==> config.mk <==
export PLATFORM = sky130hd
export DESIGN_NAME = aci_ctrl
export DESIGN_NICKNAME = d
export VERILOG_FILES = /design/src/common/aci_pkg.sv /design/src/rtl/aci_sync2.sv /design/src/rtl/aci_ctrl.sv
export SDC_FILE = /design/constraint.sdc
export NUM_CORES = 1
export LEC_CHECK = 0
export BUFFER_PORTS_ARGS = -buffer_cell sky130_fd_sc_hd__buf_4
export CORE_ASPECT_RATIO = 0.5
export CORE_MARGIN = 8
export CORE_UTILIZATION = 40
export CTS_BUF_LIST = sky130_fd_sc_hd__clkbuf_8 sky130_fd_sc_hd__clkbuf_16
export CTS_CLUSTER_SIZE = 30
export DETAILED_ROUTE_END_ITERATION = 6
export SYNTH_ARGS = -nofsm -noshare
export SYNTH_HDL_FRONTEND = slang
export SYNTH_HIERARCHICAL = 1
export SYNTH_SLANG_ARGS = --single-unit
==> constraint.sdc <==
create_clock -name clk_sys -period 11.1 [get_ports clk_sys]
set_input_delay 2.22 -clock clk_sys [delete_from_list [all_inputs] [get_ports clk_sys]]
set_output_delay 2.22 -clock clk_sys [all_outputs]
set_load 0.01 [all_outputs]
==> src/common/aci_pkg.sv <==
// Constants and types shared by the auxiliary control input logic.
package aci_pkg;

  // ----------------------------------------------------------------
  // Clock and timing
  // ----------------------------------------------------------------
  localparam int unsigned CLK_HZ          = 100_000_000;
  localparam int unsigned CLK_PERIOD_NS   = 10;
  // Longest reference period accepted before lock is declared lost.
  localparam int unsigned REF_TIMEOUT_NS  = 66_666_667;
  localparam int unsigned REF_TIMEOUT_CYC = REF_TIMEOUT_NS / CLK_PERIOD_NS;
  localparam int unsigned TIMEOUT_W       = 24;

  // ----------------------------------------------------------------
  // Synchroniser and input bit positions
  // ----------------------------------------------------------------
  localparam int unsigned SYNC_STAGES = 2;
  localparam int unsigned IN_W        = 3;
  localparam int unsigned IN_ILK      = 0;
  localparam int unsigned IN_TRIG     = 1;
  localparam int unsigned IN_REF      = 2;

  // ----------------------------------------------------------------
  // Waveform phase accumulator and lock loop
  // ----------------------------------------------------------------
  localparam int unsigned PHASE_W          = 32;
  localparam int unsigned RANGE_DEFAULT_HZ = 10;
  localparam logic [PHASE_W-1:0] RANGE_DEFAULT_INC =
    PHASE_W'((64'(RANGE_DEFAULT_HZ) << PHASE_W) / 64'(CLK_HZ));
  localparam int unsigned PHASE_GAIN_SHIFT = 2;
  localparam int unsigned FREQ_GAIN_SHIFT  = 12;
  localparam logic [PHASE_W-1:0] LOCK_TOL  = 32'h0100_0000;
  localparam int unsigned LOCK_CNT_W       = 3;
  localparam logic [LOCK_CNT_W-1:0] LOCK_EDGES = 3'h4;
  localparam logic [LOCK_CNT_W-1:0] LOCK_CNT_ZERO = 3'h0;

  // ----------------------------------------------------------------
  // State types
  // ----------------------------------------------------------------
  typedef enum logic [1:0] {
    ACI_MODE_DISABLED,
    ACI_MODE_INHIBIT,
    ACI_MODE_REMOTE_ON
  } aci_mode_t;

  typedef enum logic [1:0] {
    ACI_TR_IDLE,
    ACI_TR_WAITING,
    ACI_TR_RUNNING
  } aci_tr_state_t;

endpackage

==> src/rtl/aci_sync2.sv <==
// Two-stage synchroniser, one chain per input bit.
`timescale 1ns/1ps
module aci_sync2 #(
  parameter int unsigned WIDTH = aci_pkg::IN_W
) (
  input  wire logic             clk_sys, // System clock.
  input  wire logic             reset,   // Synchronous reset, active high.
  input  wire logic [WIDTH-1:0] async_in, // Raw pin levels.
  output logic      [WIDTH-1:0] sync_out  // Levels retimed to clk_sys.
);
  import aci_pkg::*;

  logic [WIDTH-1:0] stage1;

  // ----------------------------------------------------------------
  // Per-bit chains
  // ----------------------------------------------------------------
  // Only the second flop reads the first; nothing else may look at it.
  for (genvar i = 0; i < WIDTH; i++) begin : g_bit
    always_ff @(posedge clk_sys) begin
      if (reset) begin
        stage1[i]   <= 1'b0;
        sync_out[i] <= 1'b0;
      end else begin
        stage1[i]   <= async_in[i];
        sync_out[i] <= stage1[i];
      end
    end
  end

endmodule

==> src/rtl/aci_ctrl.sv <==
// Interlock, transient trigger and phase reference control for the auxiliary inputs.
`timescale 1ns/1ps
module aci_ctrl #(
  parameter int unsigned REF_TIMEOUT_CYCLES = aci_pkg::REF_TIMEOUT_CYC
) (
  input  wire logic                         clk_sys,                // System clock, 100 MHz.
  input  wire logic                         reset,                  // Synchronous reset, active high.
  input  wire logic                         interlock_pins,         // High while interlock pins shorted.
  input  wire logic                         external_trigger_pin,   // Transient trigger input.
  input  wire logic                         phase_ref_pin,          // External phase reference input.
  input  wire logic                         interlock_mode_setting, // 1 selects inhibit mode.
  input  wire logic                         remote_on_mode_setting, // 1 selects remote-on mode.
  input  wire logic                         output_on_cmd,          // Enable request pulse.
  input  wire logic                         output_off_cmd,         // Disable request pulse.
  input  wire logic                         fault_clear,            // Clears interlock fault.
  input  wire logic                         trig_input_setting,     // Trigger input mode active.
  input  wire logic                         program_launch,         // Transient program executed.
  input  wire logic                         program_abort,          // Stop transient program.
  input  wire logic                         program_done,           // Transient program finished.
  input  wire logic                         ext_sync_enable,        // Lock to phase reference.
  input  wire logic [aci_pkg::PHASE_W-1:0]  freq_setpoint_inc,      // Setpoint phase step.
  input  wire logic [aci_pkg::PHASE_W-1:0]  freq_range_inc,         // Range step, 0 gives default.
  input  wire logic [aci_pkg::PHASE_W-1:0]  phase_shift,            // Phase A offset to reference.
  input  wire logic [aci_pkg::PHASE_W-1:0]  angle_b,                // Phase B angle from A.
  input  wire logic [aci_pkg::PHASE_W-1:0]  angle_c,                // Phase C angle from A.
  output logic                              output_enable,          // Output stage enabled.
  output logic                              interlock_fault,        // Sticky interlock fault.
  output aci_pkg::aci_mode_t                interlock_mode,         // Mode in effect.
  output logic                              transient_running,      // Waiting or executing.
  output logic                              progress_hold,          // Progress held at zero.
  output logic                              transient_start,        // One-cycle start pulse.
  output logic                              sync_locked,            // Reference lock status.
  output logic [aci_pkg::PHASE_W-1:0]       phase_a,                // Phase A accumulator.
  output logic [aci_pkg::PHASE_W-1:0]       phase_b,                // Phase B phase.
  output logic [aci_pkg::PHASE_W-1:0]       phase_c,                // Phase C phase.
  output logic [aci_pkg::PHASE_W-1:0]       phase_inc               // Active phase step.
);
  import aci_pkg::*;

  // ----------------------------------------------------------------
  // Input synchronisation
  // ----------------------------------------------------------------
  logic [IN_W-1:0] pins_sync;
  logic            ilk_shorted;
  logic            trig_prev;
  logic            ref_prev;
  logic            trig_rise;
  logic            ref_rise;

  aci_sync2 #(.WIDTH(IN_W)) u_sync (
    .clk_sys  (clk_sys),
    .reset    (reset),
    .async_in ({phase_ref_pin, external_trigger_pin, interlock_pins}),
    .sync_out (pins_sync)
  );

  assign ilk_shorted = pins_sync[IN_ILK];
  assign trig_rise   = pins_sync[IN_TRIG] & ~trig_prev;
  assign ref_rise    = pins_sync[IN_REF] & ~ref_prev;

  always_ff @(posedge clk_sys) begin
    if (reset) begin
      trig_prev <= 1'b0;
      ref_prev  <= 1'b0;
    end else begin
      trig_prev <= pins_sync[IN_TRIG];
      ref_prev  <= pins_sync[IN_REF];
    end
  end

  // ----------------------------------------------------------------
  // Interlock mode and output enable
  // ----------------------------------------------------------------
  // Inhibit wins when both settings are set, as it is the safe choice.
  aci_mode_t next_mode;

  always_comb begin
    if (interlock_mode_setting) begin
      next_mode = ACI_MODE_INHIBIT;
    end else if (remote_on_mode_setting) begin
      next_mode = ACI_MODE_REMOTE_ON;
    end else begin
      next_mode = ACI_MODE_DISABLED;
    end
  end

  always_ff @(posedge clk_sys) begin
    if (reset) begin
      interlock_mode <= ACI_MODE_DISABLED;
    end else begin
      interlock_mode <= next_mode;
    end
  end

  logic ilk_trip;
  assign ilk_trip = (interlock_mode == ACI_MODE_INHIBIT) && output_enable && !ilk_shorted;

  always_ff @(posedge clk_sys) begin
    if (reset) begin
      output_enable <= 1'b0;
    end else begin
      case (interlock_mode)
        ACI_MODE_REMOTE_ON: begin
          output_enable <= ilk_shorted;
        end
        ACI_MODE_INHIBIT: begin
          if (ilk_trip || output_off_cmd) begin
            output_enable <= 1'b0;
          end else if (output_on_cmd && ilk_shorted && !interlock_fault) begin
            output_enable <= 1'b1;
          end
        end
        default: begin
          if (output_off_cmd) begin
            output_enable <= 1'b0;
          end else if (output_on_cmd && !interlock_fault) begin
            output_enable <= 1'b1;
          end
        end
      endcase
    end
  end

  // A trip in the same cycle as a clear keeps the fault set.
  always_ff @(posedge clk_sys) begin
    if (reset) begin
      interlock_fault <= 1'b0;
    end else if (ilk_trip) begin
      interlock_fault <= 1'b1;
    end else if (fault_clear) begin
      interlock_fault <= 1'b0;
    end
  end

  // ----------------------------------------------------------------
  // Transient trigger sequencing
  // ----------------------------------------------------------------
  aci_tr_state_t tr_state;

  always_ff @(posedge clk_sys) begin
    if (reset) begin
      tr_state <= ACI_TR_IDLE;
    end else if (program_abort) begin
      tr_state <= ACI_TR_IDLE;
    end else begin
      case (tr_state)
        ACI_TR_IDLE: begin
          if (program_launch) begin
            tr_state <= trig_input_setting ? ACI_TR_WAITING : ACI_TR_RUNNING;
          end
        end
        ACI_TR_WAITING: begin
          if (trig_rise) begin
            tr_state <= ACI_TR_RUNNING;
          end
        end
        ACI_TR_RUNNING: begin
          if (program_done) begin
            tr_state <= ACI_TR_IDLE;
          end
        end
        default: begin
          tr_state <= ACI_TR_IDLE;
        end
      endcase
    end
  end

  always_ff @(posedge clk_sys) begin
    if (reset) begin
      transient_running <= 1'b0;
      progress_hold     <= 1'b0;
      transient_start   <= 1'b0;
    end else begin
      transient_running <= (tr_state != ACI_TR_IDLE);
      progress_hold     <= (tr_state == ACI_TR_WAITING);
      transient_start   <= !program_abort && (tr_state == ACI_TR_WAITING) && trig_rise;
    end
  end

  // ----------------------------------------------------------------
  // Phase reference lock
  // ----------------------------------------------------------------
  // Proportional phase nudge plus integral step correction; the step is
  // clamped so a missing or wild reference cannot drag the frequency away.
  logic [PHASE_W-1:0]        range_inc;
  logic signed [PHASE_W-1:0] phase_err;
  logic [PHASE_W-1:0]        err_mag;
  logic signed [PHASE_W+1:0] inc_wide;
  logic signed [PHASE_W+1:0] inc_lo;
  logic signed [PHASE_W+1:0] inc_hi;
  logic [PHASE_W-1:0]        next_inc;
  logic [PHASE_W-1:0]        next_phase_a;
  logic [LOCK_CNT_W-1:0]     lock_cnt;
  logic [TIMEOUT_W-1:0]      ref_timer;
  logic                      ref_timeout;

  assign range_inc = (freq_range_inc == '0) ? RANGE_DEFAULT_INC : freq_range_inc;
  assign phase_err = signed'(phase_a - phase_shift);
  assign err_mag   = phase_err[PHASE_W-1] ? PHASE_W'(-phase_err) : PHASE_W'(phase_err);
  assign inc_lo    = signed'({2'b00, freq_setpoint_inc}) - signed'({2'b00, range_inc});
  assign inc_hi    = signed'({2'b00, freq_setpoint_inc}) + signed'({2'b00, range_inc});
  assign inc_wide  = signed'({2'b00, phase_inc}) - (PHASE_W+2)'(phase_err >>> FREQ_GAIN_SHIFT);
  assign ref_timeout = (ref_timer >= TIMEOUT_W'(REF_TIMEOUT_CYCLES));

  always_comb begin
    next_inc     = phase_inc;
    next_phase_a = phase_a + phase_inc;
    if (!ext_sync_enable) begin
      next_inc = freq_setpoint_inc;
    end else if (ref_rise) begin
      if (inc_wide < inc_lo) begin
        next_inc = PHASE_W'(inc_lo);
      end else if (inc_wide > inc_hi) begin
        next_inc = PHASE_W'(inc_hi);
      end else begin
        next_inc = PHASE_W'(inc_wide);
      end
      next_phase_a = phase_a + phase_inc - PHASE_W'(phase_err >>> PHASE_GAIN_SHIFT);
    end
  end

  always_ff @(posedge clk_sys) begin
    if (reset) begin
      phase_inc <= '0;
      phase_a   <= '0;
      phase_b   <= '0;
      phase_c   <= '0;
    end else begin
      phase_inc <= next_inc;
      phase_a   <= next_phase_a;
      phase_b   <= next_phase_a + angle_b;
      phase_c   <= next_phase_a + angle_c;
    end
  end

  always_ff @(posedge clk_sys) begin
    if (reset || !ext_sync_enable || ref_rise) begin
      ref_timer <= '0;
    end else if (!ref_timeout) begin
      ref_timer <= ref_timer + 1'b1;
    end
  end

  always_ff @(posedge clk_sys) begin
    if (reset || !ext_sync_enable || ref_timeout) begin
      lock_cnt    <= LOCK_CNT_ZERO;
      sync_locked <= 1'b0;
    end else if (ref_rise) begin
      if (err_mag < LOCK_TOL) begin
        if (lock_cnt == LOCK_EDGES) begin
          sync_locked <= 1'b1;
        end else begin
          lock_cnt <= lock_cnt + 1'b1;
        end
      end else begin
        lock_cnt    <= LOCK_CNT_ZERO;
        sync_locked <= 1'b0;
      end
    end
  end

  // ----------------------------------------------------------------
  // Assertions
  // ----------------------------------------------------------------
  AST_MODE_PRIORITY: assert property (@(posedge clk_sys) disable iff (reset)
    interlock_mode_setting && remote_on_mode_setting |=> interlock_mode == ACI_MODE_INHIBIT)
    else $error("Inhibit setting did not take priority");
  AST_DISABLED_ENABLE: assert property (@(posedge clk_sys) disable iff (reset)
    interlock_mode == ACI_MODE_DISABLED && output_on_cmd && !output_off_cmd && !interlock_fault
    |=> output_enable)
    else $error("Disabled mode refused an enable request");
  AST_INHIBIT_NEEDS_SHORT: assert property (@(posedge clk_sys) disable iff (reset)
    interlock_mode == ACI_MODE_INHIBIT && !ilk_shorted && !output_enable |=> !output_enable)
    else $error("Output enabled in inhibit mode with interlock open");
  AST_INHIBIT_FAULT: assert property (@(posedge clk_sys) disable iff (reset)
    interlock_mode == ACI_MODE_INHIBIT && output_enable && !ilk_shorted
    |=> interlock_fault && !output_enable)
    else $error("Open interlock did not raise a fault");
  AST_REMOTE_ON_FOLLOWS: assert property (@(posedge clk_sys) disable iff (reset)
    interlock_mode == ACI_MODE_REMOTE_ON |=> output_enable == $past(ilk_shorted))
    else $error("Remote-on output does not follow interlock pins");
  AST_NO_TRIGGER_RUNS: assert property (@(posedge clk_sys) disable iff (reset)
    tr_state == ACI_TR_IDLE && program_launch && !program_abort && !trig_input_setting
    |=> ##1 transient_running && !progress_hold)
    else $error("Launch without trigger mode did not run at once");
  AST_EDGE_STARTS: assert property (@(posedge clk_sys) disable iff (reset)
    tr_state == ACI_TR_WAITING && trig_rise && !program_abort
    |=> transient_start ##1 (!transient_start && !progress_hold && transient_running))
    else $error("Trigger edge did not start the transient");
  AST_WAIT_HOLDS: assert property (@(posedge clk_sys) disable iff (reset)
    tr_state == ACI_TR_WAITING && !trig_rise && !program_abort |=> progress_hold && transient_running)
    else $error("Waiting transient did not report zero progress");
  AST_PHASE_OFFSETS: assert property (@(posedge clk_sys) disable iff (reset)
    !reset |=> phase_b == phase_a + $past(angle_b) && phase_c == phase_a + $past(angle_c))
    else $error("Phase B or C not offset from phase A");
  AST_STEP_IN_RANGE: assert property (@(posedge clk_sys) disable iff (reset)
    ext_sync_enable && $past(ext_sync_enable) && $stable(freq_setpoint_inc) && $stable(range_inc)
    |-> signed'({2'b00, phase_inc}) >= inc_lo && signed'({2'b00, phase_inc}) <= inc_hi)
    else $error("Phase step left the permitted range");
  AST_TRIG_SYNC_DELAY: assert property (@(posedge clk_sys) disable iff (reset)
    trig_rise |-> $past(external_trigger_pin, 2) && !$past(external_trigger_pin, 3))
    else $error("Trigger edge seen without two-stage delay");

  COV_INHIBIT_TRIP: cover property (@(posedge clk_sys) disable iff (reset) ilk_trip);
  COV_TRIGGER_START: cover property (@(posedge clk_sys) disable iff (reset) transient_start);
  COV_LOCKED: cover property (@(posedge clk_sys) disable iff (reset) $rose(sync_locked));
  COV_REMOTE_ON: cover property (@(posedge clk_sys) disable iff (reset)
    interlock_mode == ACI_MODE_REMOTE_ON && $rose(output_enable));

endmodule

# Word level (Yosys, flattened, before mapping)

Cells that the tools add are included.

Bits in registers: 173
Input bits: 175
Output and inout port bits: 136

Add/subtract/negate cells: 11
Magnitude comparators: 4
Eq/ne operators: 12
Multiplexer cells: 26
Bitwise logic cells: 4
Reductions and logical operators: 26

Operators by type and width:

| cell                                                                                   | count |
|---|---|
| 32-bit 2-to-1 mux                                                                      | 8 |
| 32-bit adder                                                                           | 3 |
| 32-bit subtractor                                                                      | 2 |
| 34-bit > comparator                                                                    | 1 |
| 34-bit by 33-bit < comparator with 1-bit output                                        | 1 |
| 33-bit by 20-bit subtractor with 34-bit output                                         | 1 |
| 32-bit by 32-bit adder with 33-bit output                                              | 1 |
| 32-bit by 32-bit subtractor with 33-bit output                                         | 1 |
| 32-bit logical NOT                                                                     | 1 |
| 32-bit by 25-bit < comparator with 1-bit output (second input constant)                | 1 |
| 32-bit negator                                                                         | 1 |
| 24-bit by 1-bit adder with 24-bit output (second input constant)                       | 1 |
| 24-bit by 23-bit greater-or-equal comparator with 1-bit output (second input constant) | 1 |
| 2-bit 2-to-1 mux                                                                       | 5 |
| 1-bit 2-to-1 mux                                                                       | 9 |
| 2-bit inequality test (second input constant)                                          | 4 |
| 1-bit logical AND                                                                      | 7 |
| 3-bit 2-to-1 mux                                                                       | 2 |
| 2-bit case mux with 3 select lines                                                     | 1 |
| 2-bit AND reduction                                                                    | 3 |
| 2-bit by 1-bit == test with 1-bit output (second input constant)                       | 2 |
| 2-bit == test (second input constant)                                                  | 2 |
| 1-bit logical NOT                                                                      | 4 |
| 1-bit logical OR                                                                       | 4 |
| 12 further kinds                                                                       | 17 |

# Logic depth before layout (Yosys ltp)

Gate-level depths: netlist (run 1).

Word-level depth: 8
Mapped depth: 44
Mapped depth without buffers: 42

# Hierarchy

The synthesis (run 1) kept the hierarchy.

By module, submodules not included:

| module    | instances | cells an instance | area each (um^2) | sequential area each (um^2) |
|---|---|---|---|---|
| aci_ctrl  | 1         | 2833              | 21216.6          | 3343.2 |
| aci_sync2 | 1         | 12                | 157.7            | 120.1 |

# Worst setup path after synthesis (run 1)

No wires, ideal clock.

Path kind: input to register
Start point: in phase_shift[11] (netlist name)
End point: reg phase_inc[15] (netlist name)
Setup time: 0.117 ns
Arrival time: 9.389 ns
Slack: 1.593 ns
Cell stages on the path: 39
Path through: inv_1 ha_1 a211oi_1 o221a_2 o21ai_0 o2111a_1 o21ai_1 a21oi_1 nor2_1 o21bai_1 a21oi_1 o21bai_1 a21oi_1 xnor2_1 inv_1 ha_1 dlygate4sd3_1 nand3_1 [... 3 more ...] xor2_1 ha_1 a21o_1 a21o_1 a21o_1 a21o_1 a21oi_1 nor2b_1 o21ai_0 nand2_1 a21o_1 a311oi_1 a21oi_1 nand2_1 clkbuf_1 clkbuf_1 a31oi_1 a32o_1

Cells in the longest elaborated chain, start to end: 7
Elaborated cells on any way between the ends: 8
Those cells by class: add/sub (2); order compare (2); mux (4)

RTL lines:

| what                                               | RTL line        | text |
|---|---|---|
| start: declaration                                 | aci_ctrl.sv:23  | `input wire logic [aci_pkg::PHASE_W-1:0] phase_shift,` |
| 32-bit subtractor (*)                              | aci_ctrl.sv:199 | `assign phase_err = signed'(phase_a - phase_shift);` |
| 33-bit by 20-bit subtractor with 34-bit output (*) | aci_ctrl.sv:203 | `assign inc_wide = signed'({2'b00, phase_inc}) - (PHASE_W+2)'(phase_err >>> FREQ_GAIN_SHIFT);` |
| 34-bit > comparator                                | aci_ctrl.sv:214 | `end else if (inc_wide > inc_hi) begin` |
| 32-bit 2-to-1 mux                                  | aci_ctrl.sv:214 |  |
| 32-bit 2-to-1 mux (*)                              | aci_ctrl.sv:212 | `if (inc_wide < inc_lo) begin` |
| 32-bit 2-to-1 mux (*)                              | aci_ctrl.sv:211 | `end else if (ref_rise) begin` |
| 32-bit 2-to-1 mux (*)                              | aci_ctrl.sv:209 | `if (!ext_sync_enable) begin` |
| end signal: assignment                             | aci_ctrl.sv:230 | `phase_inc <= next_inc;` |
| end: declaration                                   | aci_ctrl.sv:36  | `output logic [aci_pkg::PHASE_W-1:0] phase_inc` |

Mark *: on every way between the ends. The rest lies on a longest branch, timed or not. The select of a mux whose other input is x is not followed.
A chain may end at the register's enable or synchronous reset.

# Final worst setup path (run 1)

Start point: in phase_shift[0] (netlist name)
End point: reg phase_inc[5] (netlist name)

The elaborated chain is that of the path after synthesis.

==> results.md, run 1 <==
- Reg2Reg Depth: 37
- Clock net sink count: 173
- Post-detailed-route count of antenna-violating nets: 0
- Area delta synth->final: 16.45%
- Die Y-Extent: 179.5 um
- Number of synthesis warnings: 6
- Switching share of power: 53.84%
- Clock skew: 0.01892 ns
- CTS clk-pin slew, worst paths: 0.08 ns
- Buffers on Ports: 310
- CP Class: input pin to register
- Worst endpoint required time: 11.46 ns
- Worst-path fanout max: 12
- Post-synth top cells: 300 x nor2_1, 286 x ha_1, 205 x nand2_1
- Peak supply drop: 143.9 uV
- Initial core utilization: 40.10%
- Largest net degree at the start of global routing: 55
- Sw power: 4276 uW
- Inserted Diodes: 0
- Hold buffers post-CTS: 0
- Fmax: 96.01 MHz
- Relative slew margins: 24.11%
- Row count: 60
- Placer Congestion: 0.9847
- Top cells by area, synth: ha_1 17%, dfxtp_1 16%, xnor2_1 6.4%
- Min Clock Period, post-route: 10.42 ns
- Post-Route WL: 77650 um
- Clk Latency, worst-skew pair: 0.48 ns
- Synthesized net count: 3314
- Worst slew pin tran: 1.128 ns
- Inserted Clock Buffers: 17
- Sequential fraction of the synthesis area: 16.20%
- Final cell count without fillers: 3815
- Synth Instances: 2845
- Post-CTS Resized: 0
- Status: finished, final reports clean
- Gr usage total: 23.93%
- Most numerous cell in the Yosys netlist: nor2_1
- LEAKAGE: 0.01139 uW
- Clock network power share: 8.5%
- Vias per cell: 5.828
- Sequential share of power: 11.7%
- Comb pwr share: 79.9%
- Setup tns final: 0 ns
- CP endpoint kind: register
- Residual DRC: 0
- Ports: 311
- Register bit count reported by yosys: 173
- Postcts setup bufs: 0
- DRT Pass-1 Iters: 7
- Worst EP arrival: 10.78 ns
- Clock root buffer: clkbuf_16
- Number of synthesized flops with an enable pin: 0
- H-Tree Depth: 4
- DR WL/cell: 20.35 um
- CTS tree: built
- Internal Power: 3666 uW
- Chip Width: 342.9 um
- Power per Cell Area: 319.1 nW/um^2
- CTS Buffer Depth: 2
- Max-Cap Viols: 0
- Critical Path Max Stage Delay: 0.71 ns
- Avg Cell Area, Syn: 7.513 um^2
- Nets: 3558
- Share of layout cells above drive strength 1: 14.51%
- Initial DRC Count: 1784
- FFs w/ async S/R, synth: 0%
- Vias: 22230
- Final Cycle Share: 93.84%
- Vias in the first global route: 20940
- Final setup fails: 0
- Post-synth top area share: 16.74%
- Critical Path Slowest Stage Cell: a2111oi_0
- DIE AREA: 61540 um^2
- Hold path cells: 1
- Ys flop type: dfxtp_1
- Initial antenna violation count: 1
- Hpwl dp: 63720 um
- CP most frequent cell: a21oi_1
- Post-synth cell types: 110
- Final Total Pwr: 7942 uW
- HP Class: register to register
- Startpoint Class: input pin
- Final Hold Vio Count: 0
- Post-synth top area cell: ha_1
- Util after Layout: 46.70%
- Total core area: 53300 um^2
- Slew Limit Fails: 0
- Grt ovf: 0
- Mapped Area: 21370 um^2
- RSZ-0062 raised after global routing: false
- First-pass GRT wire length: 118600 um
- Placed Cells: 3783
==> cells in the final DEF (no fill, tap or decap), types with 11 or more instances in the layout <==
cell,n
buf_4,350
nor2_1,300
ha_1,286
nand2_1,205
a21oi_1,198
dfxtp_1,173
xnor2_1,156
inv_1,145
o21ai_0,131
nor3_1,95
xor2_1,82
a21o_1,82
nand3_1,81
and2_1,58
a211oi_1,49
nor2b_1,41
a31oi_1,40
and3_1,40
nand4_1,39
nand2b_1,39
o21a_1,32
or3_1,32
o21bai_1,30
o211ai_1,30
or2_2,24
o31ai_1,21
o21ai_1,20
nor4_1,19
clkbuf_16,17
o221ai_1,15
a211o_1,12
nor3b_1,11
nand3b_1,11
a311oi_1,11
mux2i_1,11
==> metrics by stage <==
| stage | hold WS [ns] | area, um^2 | setup WS [ns] |
|---|---|---|---|
| 3_5_place_dp | 0.4353 | 24250 | 0.4508 |
| 6_report | 0.4481 | 24890 | 0.6843 |
| 2_1_floorplan | 0.4138 | 21370 | 1.593 |
| 4_1_cts | 0.4562 | 24890 | 0.9148 |
| 3_3_place_gp | 0.4193 | 24250 | 0.5966 |
| 5_1_grt | 0.4689 | 24890 | 0.2285 |
==> cells by family (layout without fill, tap and decap cells) <==
logic type                 after synthesis  count (layout)  synth area share (%)
and+or+nand+nor                       1031            1031                 23.75
buffers and inverters                  273             530                 5.649
DFF                                    173             173                 16.20
muxes                                   13              13                0.6205
adders and majority gates              302             302                 17.87
xor gates and xnor gates               239             239                 9.864
AOI/OAI and AO/OA                      814             814                 26.05
==> final cells by class <==
class | instances | area, um^2
clock inverters | 15 | 211.5
well taps | 713 | 892.1
repair buffers | 350 | 2628
clock buffers | 17 | 425.4
inverters | 148 | 555.5
fillers | 5463 | 28410
multi-input cells | 2399 | 16710
flip-flops and latches | 173 | 3463
==> power by group through the flow <==
stage	combinational [uW]	sequential [uW]	clock, uW
after floorplan	4500	953	0
after global placement	6160	944	0
after detailed placement	6200	942	0
after CTS	6250	928	682
after global routing	6960	939	704
final	6340	928	672
==> critical path: cells and delay by family <==
kind	cells	cell delay, ns
xor+xnor	1	0.20
simple gates	6	1.18
compound gates	20	5.11
fa+ha+maj	5	1.41
buf+inv	4	0.48
mux	1	0.13
==> state kept, by name, indices dropped and copies added (netlist names) <==
signal,flops
tr_state,2
u_sync/sync_out,3
ref_prev,1
phase_c,32
interlock_fault,1
sync_locked,1
u_sync/stage1,3
phase_a,32
interlock_mode,2
progress_hold,1
phase_inc,32
lock_cnt,3
trig_prev,1
transient_start,1
output_enable,1
ref_timer,24
transient_running,1
phase_b,32
==> worst paths after layout <==
path / start / to / slack (ns)
worst min register to register: u_sync/stage1[1] / u_sync/sync_out[1] / 0.45
worst max register to register: phase_a[0] / phase_inc[5] / 2.13
worst min-delay path: u_sync/stage1[1] / u_sync/sync_out[1] / 0.45
worst max-delay path: phase_shift[0] / phase_inc[5] / 0.68
==> metal layers <==
| layer | track usage [%] | vias up | part of all wire [%] |
|---|---|---|---|
| met2 | 40.93 | 747 | 47 |
| met3 | 3.685 | 157 | 6.5 |
| li1 | - | 10830 | - |
| met5 | 0 | - | 0.015 |
| met1 | 30.54 | 10500 | 43 |
| met4 | 8.135 | 2 | 3.5 |
Power figures use the tool's default switching activity.
==> run 2: changes to the inputs <==
--- a/config.mk
+++ b/config.mk
@@ -7,11 +7,12 @@
 export LEC_CHECK = 0
 export BUFFER_PORTS_ARGS = -buffer_cell sky130_fd_sc_hd__buf_4
 export CORE_ASPECT_RATIO = 0.5
-export CORE_MARGIN = 8
+export CORE_MARGIN = 2
 export CORE_UTILIZATION = 40
 export CTS_BUF_LIST = sky130_fd_sc_hd__clkbuf_8 sky130_fd_sc_hd__clkbuf_16
 export CTS_CLUSTER_SIZE = 30
 export DETAILED_ROUTE_END_ITERATION = 6
+export GPL_TIMING_DRIVEN = 0
 export SYNTH_ARGS = -nofsm -noshare
 export SYNTH_HDL_FRONTEND = slang
 export SYNTH_HIERARCHICAL = 1
==> results.md, run 2 (synthesis gave the netlist of run 1 again) <==
- Final cell count without fillers: 3886 (+1.9%)
- Share of layout cells above drive strength 1: 14.22% (-0.28 points)
- Fmax: 93.66 MHz (-2.4%)
- Hold buffers post-CTS: 0 (unchanged)
- Initial antenna violation count: 5 (+4)
- Row count: 59 (-1.7%)
- CTS clk-pin slew, worst paths: 0.09 ns (about the same)
- Place WS: -0.5090 ns (-0.9598 ns)
- Worst endpoint required time: 11.42 ns (-0.04 ns)
- Initial core utilization: 40.78% (+0.68 points)
- CTS tree: built
- Worst Hold End: u_sync/sync_out[0]
- First-pass GRT wire length: 121200 um (+2.2%)
- Placed Cells: 3856 (+1.9%)
- Post-detailed-route count of antenna-violating nets: 0 (unchanged)
- Clk Latency, worst-skew pair: 0.48 ns (about the same)
- HP Class: register to register
- Critical Path Slowest Stage Cell: fa_1
- LEAKAGE: 0.01152 uW (+1.1%)
- Total core area: 52410 um^2 (-1.7%)
- Final setup fails: 0 (unchanged)
- Final Hold Vio Count: 0 (unchanged)
- Most frequent cells in the layout: 317 x buf_4, 299 x nor2_1, 286 x ha_1, 205 x nand2_1, 198 x a21oi_1
- Die Y-Extent: 167.5 um (-6.7%)
- Startpoint Class: input pin
- RSZ-0062 raised after global routing: false
- Met3 wire len: 5883 um (+17%)
- CP bufs+invs: 5 (+1)
- Worst Setup SP: phase_shift[0]
- Post-route worst setup slack: 0.4228 ns (-0.2615 ns)
- Initial DRC Count: 1917 (+7.5%)
- Chip Width: 330.9 um (-3.5%)
- Largest net degree at the start of global routing: 23 (-58%)
- Power per Cell Area: 321.9 nW/um^2 (+0.87%)
- Vias per cell: 5.808 (-0.34%)
- DRT Pass-1 Iters: 6 (-1)
- Grt ovf: 0 (unchanged)
- Clock skew: 0.01933 ns (+0.0004162 ns)
- Crit Reg-Reg Endpoint: phase_inc[14]
- Peak supply drop: 163.7 uV (+14%)
- Hold_ws: 0.4499 ns (+0.001785 ns)
- M1 WL: 35260 um (+5.5%)
- Setup tns final: 0 ns (unchanged)
- Residual DRC: 0 (unchanged)
- DR WL/cell: 20.73 um (+1.9%)
- DIE AREA: 55410 um^2 (-10%)
- RR Startpoint: phase_a[0]
- Final Cycle Share: 96.19% (+2.4 points)
- Slew Limit Fails: 0 (unchanged)
- CP endpoint kind: register
- CP Class: input pin to register
- Placer Congestion: 0.9581 (-2.7%)
- Area delta synth->final: 18.14%
- Commonest non-fill, non-tap cell in the layout: buf_4
- Buffers on Ports: 310 (unchanged)
- Hold Crit Start: u_sync/stage1[0]
- Reg2Reg Depth: 40 (+8.1%)
- Fillers: 5297 (-3.0%)
- Worst slew pin tran: 1.264 ns (+0.1360 ns)
- Inserted Diodes: 0 (unchanged)
- Worst EP arrival: 11.00 ns (+0.22 ns)
- Max-Cap Viols: 0 (unchanged)
- Vias in the first global route: 21090 (+0.72%)
- Met2 WL: 37080 um (+1.7%)
- Nets: 3641 (+2.3%)
- Clock root buffer: clkbuf_16
- Vias: 22570 (+1.5%)
- Inserted Clock Buffers: 17 (unchanged)
- Hpwl dp: 66700 um (+4.7%)
- Gr usage total: 28.19% (+4.3 points)
- H-Tree Depth: 4 (unchanged)
- Util after Layout: 48.18% (+1.5 points)
- Status: finished, final reports clean
- Hold path cells: 1 (unchanged)
- Cell family with most CP delay: compound AO/OA/AOI/OAI gates
- CTS Buffer Depth: 2 (unchanged)
- Critical Path Max Stage Delay: 0.42 ns (-0.29 ns)
- Post-Route WL: 80570 um (+3.8%)
- Worst-path fanout max: 10 (-2)
- Clock net sink count: 173 (unchanged)
- Min Clock Period, post-route: 10.68 ns (+0.2615 ns)
- Ports: 311 (unchanged)
- Max Used Layer: met5
- Relative slew margins: 15.17% (-8.9 points)
- Reg-to-reg slack, setup: 1.86 ns (-0.27 ns)
run 2: cell count changes in the layout (fill, tap and decap cells not counted), moves of 4 or more:
cell,previous run,this run
buf_1,0,4
buf_4,350,317
buf_6,0,13
clkbuf_1,0,78
clkbuf_2,0,4
buf_2,0,11
run 2: report_power, final:
part / internal, uW / switching [uW] / leakage (uW) / total, uW
Combinational: 2570 / 3930 / 0.00978 / 6500
Clock: 317 / 365 / 0.000308 / 682
Sequential: 786 / 156 / 0.00143 / 942
run 2: what timing repair did:
item | 4_1_cts | 5_1_grt
setup endpoints to repair | 1 | 32
endpoints found under the hold margin | 0 | 0
buffers inserted | 0 | 0
gates resized for setup | 1 | 16
run 2: cell type report:
class / count / area, um^2 / share of cell area [%]
multi-input cells: 2399 / 16740 / 66.30
plain buffers: 123 / 643.1 / 2.547
clock buffers: 17 / 425.4 / 1.685
flip-flops and latches: 173 / 3463 / 13.72
clock inverters: 15 / 219.0 / 0.8671
well taps: 701 / 877.1 / 3.473
inverters: 148 / 555.5 / 2.200
repair buffers: 310 / 2327 / 9.216
run 2: worst max-delay path by stage:
stage / end / depth (start not counted)
floorplan: phase_inc[15] / 39
global placement: phase_inc[20] / 39
detailed placement: phase_inc[20] / 39
CTS: phase_inc[18] / 42
global route: phase_inc[19] / 41
finish: phase_inc[14] / 40
run 2: per-stage QoR:
step / area (um^2) / total power (uW)
after global routing: 25250 / 8777
after CTS: 25230 / 7981
after floorplan: 21370 / 5455
final: 25250 / 8127
after global placement: 24580 / 7216
after detailed placement: 24580 / 7266
run 2: layer usage:
layer | vias up | track usage (%)
li1 | 11010 | -
met1 | 10630 | 37.27
met2 | 784 | 46.88
met3 | 149 | 4.431
met4 | 2 | 8.970
met5 | - | 0
==> run 3: changes to the inputs <==
--- a/config.mk
+++ b/config.mk
@@ -8,11 +8,12 @@
 export BUFFER_PORTS_ARGS = -buffer_cell sky130_fd_sc_hd__buf_4
 export CORE_ASPECT_RATIO = 0.5
 export CORE_MARGIN = 2
-export CORE_UTILIZATION = 40
+export CORE_UTILIZATION = 55
 export CTS_BUF_LIST = sky130_fd_sc_hd__clkbuf_8 sky130_fd_sc_hd__clkbuf_16
 export CTS_CLUSTER_SIZE = 30
 export DETAILED_ROUTE_END_ITERATION = 6
 export GPL_TIMING_DRIVEN = 0
+export PLACE_DENSITY = 0.77
 export SYNTH_ARGS = -nofsm -noshare
 export SYNTH_HDL_FRONTEND = slang
 export SYNTH_HIERARCHICAL = 1
==> results.md, run 3 (synthesis gave the netlist of run 1 again) <==
- Slew Limit Fails: 0 (unchanged)
- Critical Path Slowest Stage Cell: fa_1
- Gr usage total: 37.40% (+9.2 points)
- Util after Layout: 66.11% (+18 points)
- Cell family with most CP delay: compound AO/OA/AOI/OAI gates
- Worst EP arrival: 11.08 ns (+0.08 ns)
- CTS tree: built
- Share of layout cells above drive strength 1: 14.28% (+0.058 points)
- RSZ-0062 raised after global routing: false
- Post-Route WL: 78200 um (-2.9%)
- DIE AREA: 40550 um^2 (-27%)
- CP endpoint kind: register
- Min Clock Period, post-route: 10.73 ns (+0.05344 ns)
- Startpoint Class: input pin
- M1 WL: 33310 um (-5.5%)
- DRT Pass-1 Iters: 6 (unchanged)
- Hold buffers post-CTS: 0 (unchanged)
- Relative slew margins: 19.89% (+4.7 points)
- Peak supply drop: 175.0 uV (+6.9%)
- Max Used Layer: met4
- Hold path cells: 1 (unchanged)
- RR Startpoint: phase_a[0]
- Clock root buffer: clkbuf_16
- Final Hold Vio Count: 0 (unchanged)
- Worst endpoint required time: 11.45 ns (+0.03 ns)
- CTS Buffer Depth: 2 (unchanged)
- Vias: 23150 (+2.5%)
- Power per Cell Area: 326.3 nW/um^2 (+1.4%)
- Place WS: -0.5231 ns (-0.01406 ns)
- Clock net sink count: 173 (unchanged)
- LEAKAGE: 0.01152 uW (about the same)
- Commonest non-fill, non-tap cell in the layout: buf_4
- Initial antenna violation count: 2 (-3)
- Grt ovf: 0 (unchanged)
- Initial core utilization: 56.47% (+16 points)
- Met2 WL: 34360 um (-7.3%)
- Post-detailed-route count of antenna-violating nets: 0 (unchanged)
- Crit Reg-Reg Endpoint: phase_inc[20]
- Die Y-Extent: 143.4 um (-14%)
- Critical Path Max Stage Delay: 0.41 ns (about the same)
- Placer Congestion: 1.014 (+5.8%)
- Largest net degree at the start of global routing: 23 (unchanged)
- Post-route worst setup slack: 0.3693 ns (-0.05344 ns)
- HP Class: register to register
- DR WL/cell: 21.10 um (+1.8%)
- CTS clk-pin slew, worst paths: 0.09 ns (about the same)
- Row count: 50 (-15%)
- Clk Latency, worst-skew pair: 0.48 ns (about the same)
- H-Tree Depth: 4 (unchanged)
- Total core area: 37850 um^2 (-28%)
- Nets: 3642 (+0.027%)
- Area delta synth->final: 17.06%
- Hpwl dp: 64210 um (-3.7%)
- CP bufs+invs: 6 (+1)
- Post-route cell area: 25020 um^2 (-0.91%)
- Worst Hold End: u_sync/sync_out[1]
- CP Class: input pin to register
- Final Cycle Share: 96.67% (+0.48 points)
- Hold Crit Start: u_sync/stage1[1]
- Worst-path fanout max: 10 (unchanged)
- Residual DRC: 0 (unchanged)
- Inserted Clock Buffers: 17 (unchanged)
- First-pass GRT wire length: 116900 um (-3.5%)
- Worst slew pin tran: 1.194 ns (-0.07033 ns)
- Initial DRC Count: 2449 (+28%)
- Status: finished, final reports clean
- Inserted Diodes: 0 (unchanged)
- Most frequent cells in the layout: 317 x buf_4, 299 x nor2_1, 286 x ha_1, 205 x nand2_1, 197 x a21oi_1
- Reg2Reg Depth: 41 (+2.5%)
- Chip Width: 282.8 um (-15%)
- Clock skew: 0.01676 ns (-0.002575 ns)
- Reg-to-reg slack, setup: 1.77 ns (-0.09 ns)
- Fmax: 93.19 MHz (-0.50%)
- Buffers on Ports: 310 (unchanged)
- Met3 wire len: 7103 um (+21%)
- Max-Cap Viols: 0 (unchanged)
- Final setup fails: 0 (unchanged)
- Vias per cell: 6.245 (+7.5%)
- Ports: 311 (unchanged)
- Vias in the first global route: 20650 (-2.1%)
- Post-DP Area: 24350 um^2 (-0.92%)
==> run 3: cell count changes in the layout (fill, tap and decap cells not counted), sizes merged <==
cell    previous run  this run
clkinv             8         5
inv              155       158
clkbuf           102       103
==> run 3: layout make-up <==
class	instances	area [um^2]
multi-input combinational	2399	16740
sequential	173	3463
tap	520	650.6
timing repair buffer	310	2327
inverter	148	555.5
clock buffer	17	425.4
fill	3397	12830
buffer	124	648.1
clock inverter	15	211.5
==> run 3: timing repair <==
| item | in CTS | in global routing |
|---|---|---|
| endpoints found under the hold margin | 0 | 0 |
| setup buffers | 0 | 0 |
| resized for setup | 1 | 18 |
| setup endpoints to repair | 1 | 32 |
==> run 3: layer usage <==
| metal | vias to the layer above | global-route usage (%) |
|---|---|---|
| met4 | 0 | 15.29 |
| met5 | - | 0 |
| met3 | 212 | 6.649 |
| met1 | 10820 | 49.04 |
| met2 | 1110 | 60.86 |
| li1 | 11010 | - |
==> run 3: worst max path at each step <==
stage / startpoint / endpoint / slack (ns) / cells after the start
CTS: phase_shift[0] / phase_inc[20] / 0.007 / 37
finish: phase_shift[0] / phase_inc[20] / 0.37 / 41
global route: phase_shift[0] / phase_inc[21] / 0.05 / 41
floorplan: phase_shift[11] / phase_inc[15] / 1.59 / 39
detailed placement: phase_shift[11] / phase_inc[20] / -0.52 / 39
global placement: phase_shift[0] / phase_inc[20] / -0.53 / 40
==> run 3: where the power goes <==
group | switching [uW] | internal (uW)
clock | 356 | 317
sequential | 156 | 786
combinational | 3970 | 2580
==> run 3: worst register-to-register path, delay by kind of cell (launching register included) <==
kind / cells / cell delay [ns]
and+or+nand+nor: 9 / 1.58
DFF: 1 / 0.40
xor gates and xnor gates: 2 / 0.58
AOI/OAI and AO/OA: 19 / 4.27
adders and majority gates: 5 / 1.48
buffers and inverters: 6 / 0.90
==> run 3: per-stage QoR <==
step | TNS (ns) | total power (uW) | hold slack (ns) | std cells
after floorplan | 0 | 5455 | 0.4138 | 2845
after global placement | -8.676 | 7144 | 0.4234 | 3675
after detailed placement | -6.328 | 7225 | 0.4503 | 3675
after CTS | 0 | 7939 | 0.4540 | 3707
after global routing | 0 | 8726 | 0.4588 | 3706
final | 0 | 8165 | 0.4649 | 3706
